## src/design/pmed_regs.vh

```
// Register map, field positions and constants for the power mode controller
`ifndef PMED_REGS_VH
`define PMED_REGS_VH

// ********************************
// Register byte offsets
// ********************************
`define PMED_OFS_CHIP_CFG 8'h08
`define PMED_OFS_IER 8'h90
`define PMED_OFS_FLAGS 8'h92
`define PMED_OFS_PMC 8'hD4
`define PMED_OFS_GSW 8'hD8
`define PMED_OFS_PLC 8'hF4

// ********************************
// Field positions
// ********************************
`define PMED_PMC_MODE 1:0
`define PMED_PMC_WAKE_NORM 6
`define PMED_PMC_AUTO 7
`define PMED_PMC_EVT_EN 8
`define PMED_IER_ED 2
`define PMED_FLAG_ED 2
`define PMED_PLC_PSAVE 10
`define PMED_CCR_EEP 9
`define PMED_GSW_SLEEP 7:0
`define PMED_GSW_WAKE 15:8

// ********************************
// Encodings and reset values
// ********************************
`define PMED_MODE_NORMAL 2'h0
`define PMED_MODE_EDETECT 2'h1
`define PMED_MODE_PSAVE 2'h3
`define PMED_OP_RD 2'h0
`define PMED_OP_WR 2'h1
`define PMED_REG_RST 16'h0000
`define PMED_GSW_RST 16'h0808
`define PMED_STRAP_WAIT 2'h2

// ********************************
// Timing
// ********************************
`define PMED_CLK_MHZ 50
`define PMED_TICK_US 1000

`endif

```

## src/design/pmed_ctrl.v

```verilog
// Power mode and energy detect controller with its serial register port
`timescale 1ns/1ns
`include "pmed_regs.vh"

module pmed_ctrl #(
    parameter TICK_CYCLES = `PMED_TICK_US * `PMED_CLK_MHZ
) (
    input wire clk_i,
    input wire hw_reset_n_i,
    input wire sclk_i,
    input wire chip_select_n_i,
    input wire si_i,
    input wire eeprom_data_pin_i,
    input wire energy_i,
    input wire autoneg_en_i,
    input wire cable_present_i,
    output wire so_o,
    output wire so_oe_o,
    output reg host_irq_n_o,
    output reg wake_event_n_o,
    output reg [1:0] mode_o,
    output reg low_power_o,
    output reg pll_en_o,
    output reg mac_en_o,
    output reg phy_tx_en_o,
    output reg phy_rx_en_o,
    output reg energy_det_en_o,
    output reg host_if_ready_o,
    output reg pkt_en_o
);

    localparam ST_NORMAL = 1'b0;
    localparam ST_LOW = 1'b1;

    reg [15:0] ier_reg;
    reg [15:0] pmc_reg;
    reg [15:0] gsw_reg;
    reg [15:0] plc_reg;
    reg flag_ed_reg;
    reg eep_reg;
    reg [1:0] strap_cnt_reg;
    reg state_reg;
    reg state_next;
    reg evt_done_reg;
    reg [31:0] tick_cnt_reg;
    reg tick_reg;
    reg [8:0] unit_cnt_reg;
    reg [8:0] unit_cnt_next;
    reg wake_evt;
    reg clr_mode;
    reg eep_m;
    reg eep_s;
    reg en_m;
    reg en_s;
    reg an_m;
    reg an_s;
    reg cab_m;
    reg cab_s;

    wire cmd;
    wire [5:0] idx;
    wire [1:0] lane;
    wire wr;
    wire [7:0] wr_byte;
    reg [7:0] rd_byte;
    wire [7:0] reg_addr;
    wire [15:0] ccr_val;
    wire [15:0] flags_val;
    wire ed_mode;
    wire psave_mode;
    wire psave_active;

    assign reg_addr = {idx, lane[1], 1'b0};
    assign ccr_val = {6'h00, eep_reg, 9'h000};
    assign flags_val = {13'h0000, flag_ed_reg, 2'h0};
    assign ed_mode = (pmc_reg[`PMED_PMC_MODE] == `PMED_MODE_EDETECT);
    assign psave_mode = (pmc_reg[`PMED_PMC_MODE] == `PMED_MODE_PSAVE);
    // Saving only engages when every qualifier holds; otherwise full power
    assign psave_active = psave_mode & an_s & ~cab_s & plc_reg[`PMED_PLC_PSAVE];

    // ********************************
    // Serial register port
    // ********************************
    pmed_spi_slave u_spi (
        .clk_i(clk_i),
        .hw_reset_n_i(hw_reset_n_i),
        .sclk_i(sclk_i),
        .csn_i(chip_select_n_i),
        .si_i(si_i),
        .rd_byte_i(rd_byte),
        .cmd_o(cmd),
        .idx_o(idx),
        .lane_o(lane),
        .wr_o(wr),
        .wr_byte_o(wr_byte),
        .so_o(so_o),
        .so_oe_o(so_oe_o)
    );

    // Read path: each lane picks one byte of a 16-bit register
    always @* begin
        rd_byte = 8'h00;
        if (reg_addr == `PMED_OFS_IER) begin
            rd_byte = lane[0] ? ier_reg[15:8] : ier_reg[7:0];
        end else if (reg_addr == `PMED_OFS_FLAGS) begin
            rd_byte = lane[0] ? flags_val[15:8] : flags_val[7:0];
        end else if (reg_addr == `PMED_OFS_PMC) begin
            rd_byte = lane[0] ? pmc_reg[15:8] : pmc_reg[7:0];
        end else if (reg_addr == `PMED_OFS_GSW) begin
            rd_byte = lane[0] ? gsw_reg[15:8] : gsw_reg[7:0];
        end else if (reg_addr == `PMED_OFS_PLC) begin
            rd_byte = lane[0] ? plc_reg[15:8] : plc_reg[7:0];
        end else if (reg_addr == `PMED_OFS_CHIP_CFG) begin
            rd_byte = lane[0] ? ccr_val[15:8] : ccr_val[7:0];
        end
    end

    // ********************************
    // Pin synchronisers
    // ********************************
    always @(posedge clk_i or negedge hw_reset_n_i) begin
        if (!hw_reset_n_i) begin
            eep_m <= 1'b0;
            eep_s <= 1'b0;
            en_m <= 1'b0;
            en_s <= 1'b0;
            an_m <= 1'b0;
            an_s <= 1'b0;
            cab_m <= 1'b0;
            cab_s <= 1'b0;
        end else begin
            eep_m <= eeprom_data_pin_i;
            eep_s <= eep_m;
            en_m <= energy_i;
            en_s <= en_m;
            an_m <= autoneg_en_i;
            an_s <= an_m;
            cab_m <= cable_present_i;
            cab_s <= cab_m;
        end
    end

    // ********************************
    // Strap capture after reset release
    // ********************************
    // The pin can only be sampled once the synchroniser has filled
    always @(posedge clk_i or negedge hw_reset_n_i) begin
        if (!hw_reset_n_i) begin
            strap_cnt_reg <= 2'h0;
            eep_reg <= 1'b0;
        end else if (strap_cnt_reg < `PMED_STRAP_WAIT) begin
            strap_cnt_reg <= strap_cnt_reg + 2'h1;
        end else if (strap_cnt_reg == `PMED_STRAP_WAIT) begin
            eep_reg <= eep_s;
            strap_cnt_reg <= strap_cnt_reg + 2'h1;
        end
    end

    // ********************************
    // Configuration registers
    // ********************************
    always @(posedge clk_i or negedge hw_reset_n_i) begin
        if (!hw_reset_n_i) begin
            ier_reg <= `PMED_REG_RST;
            pmc_reg <= `PMED_REG_RST;
            gsw_reg <= `PMED_GSW_RST;
            plc_reg <= `PMED_REG_RST;
        end else begin
            if (wr) begin
                if (reg_addr == `PMED_OFS_IER) begin
                    if (lane[0]) ier_reg[15:8] <= wr_byte;
                    else ier_reg[7:0] <= wr_byte;
                end else if (reg_addr == `PMED_OFS_PMC) begin
                    if (lane[0]) pmc_reg[15:8] <= wr_byte;
                    else pmc_reg[7:0] <= wr_byte;
                end else if (reg_addr == `PMED_OFS_GSW) begin
                    if (lane[0]) gsw_reg[15:8] <= wr_byte;
                    else gsw_reg[7:0] <= wr_byte;
                end else if (reg_addr == `PMED_OFS_PLC) begin
                    if (lane[0]) plc_reg[15:8] <= wr_byte;
                    else plc_reg[7:0] <= wr_byte;
                end
            end
            // Wake to normal operation mode overrides a host write that cycle
            if (clr_mode) begin
                pmc_reg[1:0] <= `PMED_MODE_NORMAL;
            end
        end
    end

    // Energy flag: write one to clear, a new event in the same cycle wins
    always @(posedge clk_i or negedge hw_reset_n_i) begin
        if (!hw_reset_n_i) begin
            flag_ed_reg <= 1'b0;
        end else if (wake_evt) begin
            flag_ed_reg <= 1'b1;
        end else if (wr && reg_addr == `PMED_OFS_FLAGS && !lane[0]
                     && wr_byte[`PMED_FLAG_ED]) begin
            flag_ed_reg <= 1'b0;
        end
    end

    // ********************************
    // Time base
    // ********************************
    always @(posedge clk_i or negedge hw_reset_n_i) begin
        if (!hw_reset_n_i) begin
            tick_cnt_reg <= 32'h0000_0000;
            tick_reg <= 1'b0;
        end else if (tick_cnt_reg == TICK_CYCLES - 1) begin
            tick_cnt_reg <= 32'h0000_0000;
            tick_reg <= 1'b1;
        end else begin
            tick_cnt_reg <= tick_cnt_reg + 32'h0000_0001;
            tick_reg <= 1'b0;
        end
    end

    // ********************************
    // Energy detect state machine
    // ********************************
    always @* begin
        state_next = state_reg;
        unit_cnt_next = unit_cnt_reg;
        wake_evt = 1'b0;
        clr_mode = 1'b0;
        case (state_reg)
            ST_NORMAL: begin
                if (!ed_mode || en_s) begin
                    unit_cnt_next = 9'h000;
                end else if (unit_cnt_reg > {1'b0, gsw_reg[`PMED_GSW_SLEEP]}) begin
                    state_next = ST_LOW;
                    unit_cnt_next = 9'h000;
                end else if (tick_reg) begin
                    unit_cnt_next = unit_cnt_reg + 9'h001;
                end
            end
            ST_LOW: begin
                if (!ed_mode) begin
                    state_next = ST_NORMAL;
                    unit_cnt_next = 9'h000;
                end else if (cmd && !pmc_reg[`PMED_PMC_AUTO]) begin
                    state_next = ST_NORMAL;
                    unit_cnt_next = 9'h000;
                end else if (!en_s || evt_done_reg) begin
                    unit_cnt_next = 9'h000;
                end else if (unit_cnt_reg > {1'b0, gsw_reg[`PMED_GSW_WAKE]}) begin
                    wake_evt = 1'b1;
                    unit_cnt_next = 9'h000;
                    if (pmc_reg[`PMED_PMC_AUTO]) begin
                        state_next = ST_NORMAL;
                        clr_mode = pmc_reg[`PMED_PMC_WAKE_NORM];
                    end
                end else if (tick_reg) begin
                    unit_cnt_next = unit_cnt_reg + 9'h001;
                end
            end
            default: begin
                state_next = ST_NORMAL;
                unit_cnt_next = 9'h000;
            end
        endcase
    end

    always @(posedge clk_i or negedge hw_reset_n_i) begin
        if (!hw_reset_n_i) begin
            state_reg <= ST_NORMAL;
            unit_cnt_reg <= 9'h000;
            evt_done_reg <= 1'b0;
        end else begin
            state_reg <= state_next;
            unit_cnt_reg <= unit_cnt_next;
            // One event per sleep; a host access ends the wait unless PMED_PMC_AUTO is set, when the event ends it
            if (state_next == ST_NORMAL) evt_done_reg <= 1'b0;
            else if (wake_evt) evt_done_reg <= 1'b1;
        end
    end

    // ********************************
    // Power enables and event pins
    // ********************************
    always @(posedge clk_i or negedge hw_reset_n_i) begin
        if (!hw_reset_n_i) begin
            host_irq_n_o <= 1'b1;
            wake_event_n_o <= 1'b1;
            mode_o <= `PMED_MODE_NORMAL;
            low_power_o <= 1'b0;
            pll_en_o <= 1'b1;
            mac_en_o <= 1'b1;
            phy_tx_en_o <= 1'b1;
            phy_rx_en_o <= 1'b1;
            energy_det_en_o <= 1'b0;
            host_if_ready_o <= 1'b1;
            pkt_en_o <= 1'b1;
        end else begin
            host_irq_n_o <= ~(flag_ed_reg & ier_reg[`PMED_IER_ED]);
            wake_event_n_o <= ~(flag_ed_reg & pmc_reg[`PMED_PMC_EVT_EN]);
            mode_o <= pmc_reg[`PMED_PMC_MODE];
            low_power_o <= (state_reg == ST_LOW);
            // Mode 10 falls through to full power like mode 00
            pll_en_o <= (state_reg == ST_NORMAL);
            mac_en_o <= (state_reg == ST_NORMAL);
            host_if_ready_o <= (state_reg == ST_NORMAL);
            phy_tx_en_o <= (state_reg == ST_NORMAL);
            phy_rx_en_o <= (state_reg == ST_NORMAL) && !psave_active;
            energy_det_en_o <= ed_mode | psave_active | (state_reg == ST_LOW);
            pkt_en_o <= (state_reg == ST_NORMAL) && !psave_active;
        end
    end

endmodule

```

## src/design/pmed_spi_slave.v

```verilog
// Serial register port: command decode, byte lanes and serial data out
`timescale 1ns/1ns
`include "pmed_regs.vh"

module pmed_spi_slave (
    input wire clk_i,
    input wire hw_reset_n_i,
    input wire sclk_i,
    input wire csn_i,
    input wire si_i,
    input wire [7:0] rd_byte_i,
    output reg cmd_o,
    output reg [5:0] idx_o,
    output reg [1:0] lane_o,
    output reg wr_o,
    output reg [7:0] wr_byte_o,
    output reg so_o,
    output reg so_oe_o
);

    reg sclk_m;
    reg sclk_s;
    reg sclk_d;
    reg csn_m;
    reg csn_s;
    reg si_m;
    reg si_s;
    reg in_cmd;
    reg [3:0] cmd_cnt;
    reg [2:0] bit_cnt;
    reg [3:0] rem;
    reg op_wr;
    reg load_pend;
    reg [15:0] shift_in;
    reg [7:0] out_sr;
    reg [3:0] rem_n;
    wire rise;
    wire fall;
    wire [15:0] cmd_w;

    function [1:0] first_lane;
        input [3:0] m;
        begin
            first_lane = m[0] ? 2'h0 : m[1] ? 2'h1 : m[2] ? 2'h2 : 2'h3;
        end
    endfunction

    assign rise = sclk_s & ~sclk_d;
    assign fall = ~sclk_s & sclk_d;
    assign cmd_w = {shift_in[14:0], si_s};

    always @* begin
        rem_n = rem & ~(4'h1 << lane_o);
    end

    // ********************************
    // Pin synchronisers
    // ********************************
    always @(posedge clk_i or negedge hw_reset_n_i) begin
        if (!hw_reset_n_i) begin
            sclk_m <= 1'b0;
            sclk_s <= 1'b0;
            sclk_d <= 1'b0;
            csn_m <= 1'b1;
            csn_s <= 1'b1;
            si_m <= 1'b0;
            si_s <= 1'b0;
        end else begin
            sclk_m <= sclk_i;
            sclk_s <= sclk_m;
            sclk_d <= sclk_s;
            csn_m <= csn_i;
            csn_s <= csn_m;
            si_m <= si_i;
            si_s <= si_m;
        end
    end

    // ********************************
    // Frame engine, mode 0: sample on rise, shift out on fall
    // ********************************
    always @(posedge clk_i or negedge hw_reset_n_i) begin
        if (!hw_reset_n_i) begin
            in_cmd <= 1'b1;
            cmd_cnt <= 4'h0;
            bit_cnt <= 3'h0;
            rem <= 4'h0;
            op_wr <= 1'b0;
            load_pend <= 1'b0;
            shift_in <= 16'h0000;
            out_sr <= 8'h00;
            cmd_o <= 1'b0;
            idx_o <= 6'h00;
            lane_o <= 2'h0;
            wr_o <= 1'b0;
            wr_byte_o <= 8'h00;
            so_o <= 1'b1;
            so_oe_o <= 1'b0;
        end else begin
            cmd_o <= 1'b0;
            wr_o <= 1'b0;
            if (csn_s) begin
                in_cmd <= 1'b1;
                cmd_cnt <= 4'h0;
                bit_cnt <= 3'h0;
                rem <= 4'h0;
                load_pend <= 1'b0;
                so_o <= 1'b1;
                so_oe_o <= 1'b0;
            end else begin
                so_oe_o <= 1'b1;
                // Lane moves on only after the write strobe has used the old one
                if (load_pend) lane_o <= first_lane(rem);
                if (rise) begin
                    shift_in <= cmd_w;
                    if (in_cmd) begin
                        cmd_cnt <= cmd_cnt + 4'h1;
                        if (cmd_cnt == 4'hF) begin
                            in_cmd <= 1'b0;
                            op_wr <= (cmd_w[15:14] == `PMED_OP_WR);
                            idx_o <= cmd_w[9:4];
                            // Queue commands carry no lanes here and are dropped
                            if (cmd_w[15:14] == `PMED_OP_RD || cmd_w[15:14] == `PMED_OP_WR) begin
                                rem <= cmd_w[13:10];
                                lane_o <= first_lane(cmd_w[13:10]);
                                cmd_o <= 1'b1;
                                load_pend <= 1'b1;
                            end
                        end
                    end else if (rem != 4'h0) begin
                        bit_cnt <= bit_cnt + 3'h1;
                        if (bit_cnt == 3'h7) begin
                            wr_o <= op_wr;
                            wr_byte_o <= cmd_w[7:0];
                            rem <= rem_n;
                            load_pend <= 1'b1;
                        end
                    end
                end
                if (fall) begin
                    if (load_pend) begin
                        out_sr <= rd_byte_i;
                        so_o <= rd_byte_i[7];
                        load_pend <= 1'b0;
                    end else begin
                        out_sr <= {out_sr[6:0], 1'b0};
                        so_o <= out_sr[6];
                    end
                end
            end
        end
    end

endmodule

```

## config.mk

```make
export PLATFORM = sky130hd
export DESIGN_NAME = pmed_ctrl
export DESIGN_NICKNAME = d
export VERILOG_FILES = /design/src/design/pmed_ctrl.v /design/src/design/pmed_spi_slave.v
export VERILOG_INCLUDE_DIRS = /design/src /design/src/design
export SDC_FILE = /design/constraint.sdc
export NUM_CORES = 1
export LEC_CHECK = 0
export BUFFER_PORTS_ARGS = -buffer_cell sky130_fd_sc_hd__buf_4
export CAP_MARGIN = 25
export CORE_MARGIN = 3
export CORE_UTILIZATION = 65
export CTS_CLUSTER_DIAMETER = 40
export DETAILED_ROUTE_END_ITERATION = 16
export GPL_TIMING_DRIVEN = 0
export PLACE_DENSITY_LB_ADDON = 0.05
export SLEW_MARGIN = 20
export SYNTH_ARGS = -nofsm -noshare
export SYNTH_HDL_FRONTEND = slang
export SYNTH_HIERARCHICAL = 1
export SYNTH_SLANG_ARGS = --single-unit
```

## constraint.sdc

```tcl
create_clock -name clk_i -period 5.8 [get_ports clk_i]
set_clock_uncertainty 0.2 [all_clocks]
set_input_delay 1.45 -clock clk_i [delete_from_list [all_inputs] [get_ports clk_i]]
set_output_delay 1.45 -clock clk_i [all_outputs]
set_load 0.1 [all_outputs]
```

==> impl_metrics.py <==
metrics = {
    "sta": {
        "setup_viol": 0,
        "relSlewSlack": 0.4740,
        "rsz0062_at_grt": "false",
        "fmax_ghz": 0.3317,
        "hold_ws_ns": 0.1522,
        "worst_pin_slew_ns": 0.7890,
        "period_share": 0.5198,
        "hold_violations": 0,
        "setup_tns_ns": 0,
        "period_minus_slack_ns": 3.015,
        "slew_viol_final": 0,
    },
    "detailed_routing": {
        "drt_iter0_drc": 481,
        "drc": 0,
        "vias": 5776,
        "via_per_inst": 6.125,
        "drtPass1Iterations": 5,
        "ant_nets": 0,
        "routed_wl_mm": 18.10,
        "routedWlPerCell_um": 19.19,
    },
    "cts": {
        "clock_sinks": 191,
        "cts_buffer_depth": 2,
        "cts-resized-gates": 0,
        "cts_tree": "built",
        "numCtsBuffers": 17,
        "clock_latency_ns": 0.43,
        "holdBufCountCts": 0,
        "clk_pin_slew_ns": 0.07,
        "cts_setup_buffers": 0,
        "htreeDepth": 4,
        "cts-root-buf": "clkbuf_16",
    },
    "final_layout": {
        "largest_reg_flops": 32,
        "diodes": 0,
        "final_common_cell": "dfrtp_1",
        "fin_cells": 943,
        "final_cell_mix": "dfrtp_1, mux2_2, nand2_1",
        "area_growth_pct": 11.72,
        "fillers": 826,
        "post-route-util": 0.7611,
        "nets": 790,
        "final_layout_size_suffix_gt1_frac": 0.2555,
    },
    "critical_path": {
        "cp.buffers_inverters": 2,
        "path_common_cell": "buf_4",
        "crit_path_max_fanout": 2,
        "worstPathCellList": "buf_4, buf_4",
        "r2r_start": "u_spi/lane_o[1]$_DFFE_PN0N_",
        "cp_top_family": "flip-flops",
        "critPathSlowestCell": "dfstp_2",
        "worstRegToRegCells": 9,
        "critical-path-max-stage-delay_ns": 0.54,
        "reg2reg_slack_ns": 3.17,
        "critPathArrivalTime_ns": 1.37,
        "r2r_end": "u_spi/so_o$_DFFE_PN1P_",
        "cp.required_ns": 4.15,
        "worstSetupPathType": "reg2out",
        "startpoint_type": "flop",
        "crit_path_end_kind": "primary output",
    },
    "yosys": {
        "synth_cell_type_count": 68,
        "ys_top_cells_by_area": "dfrtp_1, mux2_2, mux2i_1, ha_1, dfstp_2",
        "yosys_register_bits": 191,
        "async_reset_ff_frac": 1.000,
        "ys_seq_area_frac": 0.5420,
        "synth_top_cell_by_area": "dfrtp_1",
        "synth_top_area_frac": 0.5122,
        "syn_inst": 716,
        "syn-num-nets": 748,
        "yosys_warnings": 6,
        "ys.flop_type": "dfrtp_1",
        "synth-edff-count": 0,
        "synth_area_sq_um": 8842,
        "syn_avg_cell_area_sq_um": 12.35,
    },
    "global_route": {
        "grt_pass1_vias": 5999,
        "grt_antenna_before_repair": 0,
        "gr-usage-all-layers": 0.2616,
        "gr-total-overflow": 0,
        "grt_max_degree": 104,
        "grt_pass1_wl_mm": 30.22,
    },
    "floorplan": {
        "dieArea_sq_um": 15040,
        "row_count": 41,
        "start_util": 0.6813,
        "die_y_um": 122.6,
        "dieWidth_um": 122.6,
        "io_pins": 23,
        "core_sq_um": 12980,
    },
    "power_and_ir_drop": {
        "power_density_nw_per_um2": 277.6,
        "irDropWorstVdd_mv": 0.2520,
        "p_leak_uw": 0.004507,
    },
    "min_path": {
        "hold_class": "reg2reg",
        "hold_end": "en_s$_DFF_PN0_",
        "hp-start": "en_m$_DFF_PN0_",
        "hold_depth": 0,
    },
    "place": {
        "post-place-cells": 911,
        "hpwl_mm": 12.47,
        "gp_congestion": 0.8414,
        "port_buffers": 22,
    },
    "outcome": {
        "outcome": "finished, final reports clean",
    },
    "flow_run": {
        "maxCapViolations": 0,
    },
}
-- cell families after synthesis --
family / after synthesis / synth area share
adders and majority gates: 23 / 0.03255
xor gates and xnor gates: 43 / 0.04259
buffers and inverters: 47 / 0.02618
AOI/OAI and AO/OA: 82 / 0.06212
muxes: 126 / 0.1639
DFF: 191 / 0.5420
and+or+nand+nor: 204 / 0.1307
-- synthesized netlist by cell type, drive strengths merged, types with 2 or more instances --
cell type  count
ha            23
a21o           3
a21oi         28
nor3b          3
buf           19
dfstp         10
nor4          10
inv           24
and4b          2
xor2          21
o21ai         14
mux2          92
and2           2
a211oi         8
mux2i         33
o311ai         4
o221ai         8
a41oi          2
nand4         18
and3           6
dfrtp        181
nor2b          8
nor2          55
nand2b         7
nor3           6
and4           4
xnor2         22
a221o          2
nand3         14
nor4b          2
nand2         60
clkbuf         3
-- layout make-up --
class	instances	area, sq um	area share
sequential	191	4792	0.4851
multi-input combinational	478	3819	0.3866
clock inverter	14	191.4	0.01938
timing repair buffer	23	200.2	0.02027
tap	172	215.2	0.02179
inverter	25	93.84	0.009500
clock buffer	18	429.2	0.04345
buffer	22	137.6	0.01393
-- per-layer routing --
metal  routed length [um]  vias up  GRT usage
met5                    0        -          0
met4                  420        0     0.1050
met3                  676       30    0.05806
met2                 9037      120     0.4280
met1                 7964     2989     0.3421
li1                     -     2637          -
-- where the power goes --
group	total (uW)	internal (uW)	switching, uW	leakage (uW)
logic	97.7	40.5	57.1	0.00166
clock network	1230	697	533	0.000306
registers	1410	1380	38.6	0.00254
total	2740	2110	629	0.00451
-- through the flow --
step | setup WS [ns] | area [sq um] | total power, uW
after floorplan | 2.913 | 8842 | 1479
after global placement | 1.982 | 9223 | 1525
after detailed placement | 3.147 | 9258 | 1538
after CTS | 2.763 | 9878 | 2763
after global routing | 2.726 | 9878 | 2841
final | 2.785 | 9878 | 2742
-- worst max path at each step --
stage,from,endpoint,slack (ns),depth (start not counted)
after floorplan,host_if_ready_o$_DFF_PN1_,mac_en_o,2.91,1
after CTS,pkt_en_o$_DFF_PN1_,pkt_en_o,2.76,2
after detailed placement,hw_reset_n_i,u_spi/csn_s$_DFF_PN1_,3.15,2
final,pkt_en_o$_DFF_PN1_,pkt_en_o,2.78,2
after global routing,host_if_ready_o$_DFF_PN1_,pll_en_o,2.73,2
after global placement,hw_reset_n_i,tick_cnt_reg[30]$_DFF_PN0_,1.98,1
Power figures use the tool's default switching activity.
